$ cat src/verilog/mfdt_pkg.sv
`default_nettype none
package mfdt_pkg;
   localparam int          PORT_W       = 8;
   localparam int          TOT_W        = 26;
   localparam int          DAC_W        = 16;
   localparam int          DAC_CH       = 2;
   localparam int          SYNC_STAGES  = 2;
   localparam int          CLK_HZ       = 25000000;
   localparam int          PULSE_MAX_HZ = 100000;
   localparam int          PULSE_CYCLES = (CLK_HZ + PULSE_MAX_HZ - 1) / PULSE_MAX_HZ;
   localparam logic [25:0] TOT_MAX      = 26'h3ffffff;
   localparam logic [25:0] TOT_RST      = 26'h0000000;
   localparam logic [15:0] DAC_RST      = 16'h0000;
   localparam logic [7:0]  PORT_RST     = 8'hff;
   typedef enum logic [1:0]
   {
      MFDT_MODE_IN    = 2'b00,
      MFDT_MODE_OUT   = 2'b01,
      MFDT_MODE_WORD  = 2'b10
   } mfdt_mode_type;
endpackage : mfdt_pkg
`default_nettype wire

$ cat src/verilog/mfdt_sync.sv
`default_nettype none
module mfdt_sync
   import mfdt_pkg::*;
#(
   parameter int WIDTH = 1,
   parameter logic [WIDTH-1:0] RST_VAL = '1
)
(
   // clock and reset
   input  wire logic             clk,
   input  wire logic             sys_rst,
   // level in and out
   input  wire logic [WIDTH-1:0] asyncIn,
   output var  logic [WIDTH-1:0] syncOut
);
   logic [WIDTH-1:0] meta_q;
   // first stage feeds only the second one
   always_ff @(posedge clk)
   begin
      if (sys_rst)
      begin
         meta_q  <= RST_VAL;
         syncOut <= RST_VAL;
      end
      else
      begin
         meta_q  <= asyncIn;
         syncOut <= meta_q;
      end
   end
endmodule : mfdt_sync
`default_nettype wire

$ cat src/verilog/mfdt_top.sv
`default_nettype none
module mfdt_top
   import mfdt_pkg::*;
#(
   parameter int PW = PORT_W,
   parameter int TW = TOT_W,
   parameter int DW = DAC_W,
   parameter int NDAC = DAC_CH
)
(
   // clock and reset
   input  wire logic                 clk,
   input  wire logic                 sys_rst,
   // digital port pins, two ports side by side
   input  wire logic [2*PW-1:0]      portIn,
   output var  logic [2*PW-1:0]      portOut,
   output var  logic [2*PW-1:0]      portOe,
   // digital port control
   input  wire logic [1:0]           portMode0,
   input  wire logic [1:0]           portMode1,
   input  wire logic [2*PW-1:0]      portWrData,
   input  wire logic                 portWrStb,
   input  wire logic                 portReadStb,
   output var  logic [2*PW-1:0]      portLive,
   output var  logic [2*PW-1:0]      portCapt,
   output var  logic                 portCaptVld,
   // alarm setup per port
   input  wire logic [2*PW-1:0]      alarmPattern,
   input  wire logic [2*PW-1:0]      alarmMask,
   input  wire logic [1:0]           alarmEnMatch,
   input  wire logic [1:0]           alarmEnChange,
   output var  logic [1:0]           alarmPulse,
   // totalizer pins and control
   input  wire logic                 totPulseIn,
   input  wire logic                 totGateHi,
   input  wire logic                 totGateLowN,
   input  wire logic                 totFallEdge,
   input  wire logic                 totClear,
   input  wire logic                 totReadStb,
   output var  logic [TW-1:0]        totCount,
   output var  logic [TW-1:0]        totCapt,
   output var  logic                 totCaptVld,
   // analog set-points
   input  wire logic [NDAC-1:0]      dacWrStb,
   input  wire logic [DW-1:0]        dacWrCode,
   output var  logic [NDAC*DW-1:0]   dacCode
);
   logic [2*PW-1:0] portSync;
   logic [2:0]      totSync;
   logic [2*PW-1:0] prevIn_q;
   logic            pulsePrev_q;
   logic            edgeSeen;
   logic            gateOk;
   logic [1:0]      warm_q;
   logic [1:0]      isOut;
   logic            wordMode;

   // pull-ups live on the board: floating pins arrive here as one
   mfdt_sync #(.WIDTH(2*PW), .RST_VAL({2*PW{1'b1}})) uPortSync
   (
      .clk     (clk),
      .sys_rst (sys_rst),
      .asyncIn (portIn),
      .syncOut (portSync)
   );
   // gates reset to their enabling levels so nothing is lost at release
   mfdt_sync #(.WIDTH(3), .RST_VAL(3'h4)) uTotSync
   (
      .clk     (clk),
      .sys_rst (sys_rst),
      .asyncIn ({totGateHi, totGateLowN, totPulseIn}),
      .syncOut (totSync)
   );

   assign wordMode = (portMode0 == MFDT_MODE_WORD) || (portMode1 == MFDT_MODE_WORD);
   assign isOut[0] = wordMode || (portMode0 == MFDT_MODE_OUT);
   assign isOut[1] = wordMode || (portMode1 == MFDT_MODE_OUT);

   // output drive; word mode loads all sixteen bits in one strobe
   always_ff @(posedge clk)
   begin
      if (sys_rst)
      begin
         portOut <= {PORT_RST, PORT_RST};
         portOe  <= '0;
      end
      else
      begin
         portOe <= {{PW{isOut[1]}}, {PW{isOut[0]}}};
         if (portWrStb && wordMode)
            portOut <= portWrData;
         else if (portWrStb)
         begin
            if (isOut[0])
               portOut[PW-1:0] <= portWrData[PW-1:0];
            if (isOut[1])
               portOut[2*PW-1:PW] <= portWrData[2*PW-1:PW];
         end
      end
   end

   // live state and scan capture
   always_ff @(posedge clk)
   begin
      if (sys_rst)
      begin
         portLive    <= {PORT_RST, PORT_RST};
         portCapt    <= {PORT_RST, PORT_RST};
         portCaptVld <= 1'b0;
      end
      else
      begin
         portLive    <= portSync;
         portCaptVld <= portReadStb;
         if (portReadStb)
            portCapt <= portSync;
      end
   end

   // alarms watch inputs all the time, not only when scanned
   always_ff @(posedge clk)
   begin
      if (sys_rst)
      begin
         prevIn_q   <= {PORT_RST, PORT_RST};
         alarmPulse <= 2'b00;
      end
      else
      begin
         prevIn_q <= portSync;
         for (int p = 0; p < 2; p++)
         begin
            alarmPulse[p] <= !isOut[p] && (
               (alarmEnMatch[p] &&
                (((portSync[p*PW +: PW] ^ alarmPattern[p*PW +: PW]) &
                  alarmMask[p*PW +: PW]) == '0) &&
                (((prevIn_q[p*PW +: PW] ^ alarmPattern[p*PW +: PW]) &
                  alarmMask[p*PW +: PW]) != '0)) ||
               (alarmEnChange[p] &&
                (((portSync[p*PW +: PW] ^ prevIn_q[p*PW +: PW]) &
                  alarmMask[p*PW +: PW]) != '0)));
         end
      end
   end

   // totalizer
   // edges wait until pin levels fill both sync stages and the previous-level
   // register, else a pulse pin idling high fakes an edge at reset release
   always_ff @(posedge clk)
   begin
      if (sys_rst)
         warm_q <= 2'h0;
      else if (warm_q != 2'(SYNC_STAGES + 1))
         warm_q <= warm_q + 2'h1;
   end

   assign edgeSeen = (warm_q == 2'(SYNC_STAGES + 1)) &&
                     (totFallEdge ? (pulsePrev_q && !totSync[0])
                                  : (!pulsePrev_q && totSync[0]));
   assign gateOk   = totSync[2] && !totSync[1];

   always_ff @(posedge clk)
   begin
      if (sys_rst)
         pulsePrev_q <= 1'b0;
      else
         pulsePrev_q <= totSync[0];
   end

   // 25 MHz clock samples a 100 kHz input hundreds of times per period
   always_ff @(posedge clk)
   begin
      if (sys_rst)
         totCount <= TOT_RST[TW-1:0];
      else if (totClear)
         totCount <= TOT_RST[TW-1:0];
      else if (edgeSeen && gateOk)
      begin
         if (totCount == TOT_MAX[TW-1:0])
            totCount <= TOT_RST[TW-1:0];
         else
            totCount <= totCount + 1'b1;
      end
   end

   always_ff @(posedge clk)
   begin
      if (sys_rst)
      begin
         totCapt    <= TOT_RST[TW-1:0];
         totCaptVld <= 1'b0;
      end
      else
      begin
         totCaptVld <= totReadStb;
         if (totReadStb)
            totCapt <= totCount;
      end
   end

   // set-point codes; the code is the 1 mV step count, two's complement
   for (genvar c = 0; c < NDAC; c++)
   begin : g_dac
      always_ff @(posedge clk)
      begin
         if (sys_rst)
            dacCode[c*DW +: DW] <= DAC_RST;
         else if (dacWrStb[c])
            dacCode[c*DW +: DW] <= dacWrCode;
      end
   end
endmodule : mfdt_top
`default_nettype wire

$ cat config.mk
export PLATFORM = sky130hd
export DESIGN_NAME = mfdt_top
export DESIGN_NICKNAME = d
export VERILOG_FILES = /design/src/verilog/mfdt_pkg.sv /design/src/verilog/mfdt_sync.sv /design/src/verilog/mfdt_top.sv
export SDC_FILE = /design/constraint.sdc
export NUM_CORES = 1
export LEC_CHECK = 0
export ABC_AREA = 1
export BUFFER_PORTS_ARGS = -buffer_cell sky130_fd_sc_hd__buf_4
export CAP_MARGIN = 20
export CORE_MARGIN = 2
export CORE_UTILIZATION = 37
export CTS_CLUSTER_DIAMETER = 80
export CTS_CLUSTER_SIZE = 8
export DETAILED_ROUTE_END_ITERATION = 10
export PLACE_DENSITY = 0.72
export SLEW_MARGIN = 10
export SYNTH_ARGS = -nofsm -noshare
export SYNTH_HDL_FRONTEND = slang
export SYNTH_SLANG_ARGS = --single-unit
$ cat constraint.sdc
create_clock -name clk -period 1.4 [get_ports clk]
set_clock_uncertainty 0.05 [all_clocks]
set_input_delay 0.42 -clock clk [delete_from_list [all_inputs] [get_ports clk]]
set_output_delay 0.42 -clock clk [all_outputs]
set_load 0.005 [all_outputs]
==> metrics.txt <==
Initial Utilization 37.8%; fin util 58.6%; die height 146 um; Yosys top cell by area dfxtp_1; Synth Flop Type dfxtp_1; YS warnings 0; RSZ-0062 raised after global routing true; Final Net Count 1437; largest net degree at the start of global routing 69; Worst R2R Setup Slack -110 ps; Worst-path clk slew 70 ps; CP startpoint kind register; share of power burned in registers 45.3%; sw power 2920 uW; sequential cell area 3690 sq um; Comb power frac 12.0%; max_cap viols 0; first-pass GRT wire length 34800 um; hold_sp portIn[13]; Via density 4.67; gr ovfl total 0; n_diodes 0; worst slew pin tran 351 ps; Worst slew margin 76.5%; clk buf depth 2; H-tree levels 4; ys async rst share 0%; R2R cell count 8; CP bufs+invs 1; clock period minus worst slack 1510 ps; clk root buf clkbuf_16; final worst path period share 108%; # port buffers 251; Synth top area share 48.3%; initial antenna violation count 0; sequential area share after synthesis 48.3%; Arr. time, crit path 1820 ps; CP required 1710 ps; Cell variety after synth 36; TritonCTS Buffers 17; share of post-route cells with drive strength above 1 41.4%; # DRC 0; WS Path Type register to register; fillers 1737; DRT iter0 DRCs 363; CP peak stage delay 350 ps; CTS sink count 179; Final Max Slew Viols 0; Mapped Cells 1003; syn_nets 1105; final-report setup violation count 62; Max VDD drop 815 uV; Clock power frac 42.7%; Setup WS pre-CTS -146 ps; worst path cell trace ha_4, nand3_4, buf_6, nor2_4, nand2_1, o21ai_0, nand2_1, nor2_2; CTS tree done; Die Area 21200 sq um; Power Density 1060 nW/um^2; final setup margin -114 ps; P&R area growth vs syn 54.9%; WHS 132 ps; vias in the first global route 7201; run status finished, violations left; HPWL after DPL 15500 um; synthesized area 7410 sq um; EDFF count, synth 0; drt first pass iters 7; I/O pin cnt 252; highest net fanout along the worst path 7; Final Hold Vio Count 0; Skew-Pair Late Insertion Delay 430 ps; Die X 146 um; Hold Path Class input port to register; # rows 51; Int Power 9210 uW; Crit Reg-Reg Startpoint warm_q[1]; Synth area leaders dfxtp_1, nand2_1, nor2_1, nand3_1, inv_1; Post-DP Area 9990 sq um; core footprint 19600 sq um; Net Sw Frac 24.1%; CP max stage cell dfxtp_2; area of the multi-input gates 3390 sq um; cell area after layout 11500 sq um; Hold Path Depth 2; hold worst-path end uPortSync.meta_q[13]; most used cell, CP nand2_1; f_max 661 MHz; flops & latches, synth 179; average wire per standard cell 13.7 um; Detailed Route WL 22200 um; failing checks negative setup slack; syn avg cell area 7.39 sq um; kind of cell adding the most delay to the critical path simple AND/OR/NAND/NOR gates; reg2reg end totCount[19]; vias 7536; Antenna Violating Nets Remaining 0; crit end category register; gr usage total 20.1%; post-route setup TNS -3550 ps; leakage 0.00568 uW; Final Wtd Congestion 0.887
## worst max-delay path by stage
stage | start | to | slack [ps] | depth (start not counted)
after floorplan | warm_q[1] | totCount[16] | 0.06 | 9
after global placement | totFallEdge | totCount[25] | -120 | 9
after detailed placement | totFallEdge | totCount[25] | -150 | 9
after CTS | totCount[1] | totCount[15] | -100 | 9
after global routing | warm_q[1] | totCount[19] | -210 | 8
final | warm_q[1] | totCount[19] | -110 | 8
## registers in the layout, summed over array words and instances, names as in the netlist
name and count:
totCapt 26, portCaptVld 1, portOut 16, dacCode 32, totCount 26, uTotSync.meta_q 3, uTotSync.syncOut 3, uPortSync.meta_q 16
uPortSync.syncOut 16, alarmPulse 2, portCapt 16, warm_q 2, prevIn_q 16, totCaptVld 1, pulsePrev_q 1, portOe 2
## stage by stage
stage          std cells  power, uW
2_1_floorplan       1003       6220
6_report            1613      12100
4_1_cts             1601      12200
3_3_place_gp        1539       6990
5_1_grt             1613      12600
3_5_place_dp        1539       7020
## layout by cell type, fill, tap and decap left out, types with 16 or more instances in the layout
cell type,count
o211ai_1,16
or2_2,34
dfxtp_2,50
a21oi_1,20
inv_1,88
buf_4,272
nand2_1,243
o21ai_0,64
nor2_1,152
clkbuf_16,17
nor2_2,17
nand3_1,70
buf_6,77
dfxtp_1,116
## logic make-up (layout without fill, tap and decap cells)
logic type / after synthesis / in the layout / share of synthesized area (%)
simple gates: 568 / 568 / 34.4
flops: 179 / 179 / 48.3
buf+inv: 139 / 484 / 8.08
compound gates: 108 / 108 / 8.00
xor+xnor: 7 / 7 / 0.827
fa+ha+maj: 2 / 2 / 0.337
## power by group through the flow
stage / Sequential [uW] / Combinational [uW] / Clock [uW]
2_1_floorplan: 5600 / 620 / 0
3_3_place_gp: 5600 / 1390 / 0
3_5_place_dp: 5610 / 1410 / 0
4_1_cts: 5500 / 1450 / 5300
5_1_grt: 5520 / 1620 / 5500
6_report: 5490 / 1460 / 5180
## synth_stat cells (2+ instances only)
| cell type | n |
|---|---|
| nand2_1 | 250 |
| dfxtp_1 | 179 |
| nor2_1 | 159 |
| inv_1 | 93 |
| nand3_1 | 73 |
| o21ai_0 | 65 |
| or2_2 | 34 |
| a21oi_1 | 23 |
| clkbuf_1 | 23 |
| o211ai_1 | 16 |
| buf_4 | 14 |
| nor2_2 | 13 |
| nor2_4 | 9 |
| nand2_2 | 8 |
| nand3_2 | 5 |
| nand4_1 | 5 |
| buf_1 | 4 |
| xor2_1 | 4 |
| nor3_1 | 3 |
| xnor2_1 | 3 |
| ha_1 | 2 |
| inv_2 | 2 |
| nand2_4 | 2 |
| nor3b_2 | 2 |
## final cells by class
type / instances / share of cell area (%)
sequential: 179 / 32.2
multi-input combinational: 685 / 29.5
timing repair buffer: 357 / 26.7
clock buffer: 19 / 3.86
inverter: 95 / 3.15
tap: 265 / 2.89
clock inverter: 13 / 1.70
## worst reg2reg max path, delay by kind of cell, from the launching register on
| kind | cells | cell delay (ps) |
|---|---|---|
| and+or+nand+nor | 5 | 610 |
| DFF | 1 | 350 |
| AOI/OAI and AO/OA | 1 | 180 |
| adders and majority gates | 1 | 150 |
| buffers and inverters | 1 | 120 |
## layer usage
metal  GRT usage, %  wire length [um]  vias up  share of wire, %
li1               -                 -     3799                 -
met1           23.6              9160     3432                41
met2           35.0             10800      268                49
met3           6.33              1750       37               7.9
met4           6.62               489        0               2.2
met5              0                 0        -                 0
## what timing repair did
action | 4_1_cts | 5_1_grt
hold buffers | 0 | 0
gates resized for setup | 126 | 62
endpoints found under the setup margin | 85 | 86
buffers inserted | 32 | 12
pin swaps | 14 | 19
Power figures use the tool's default switching activity.
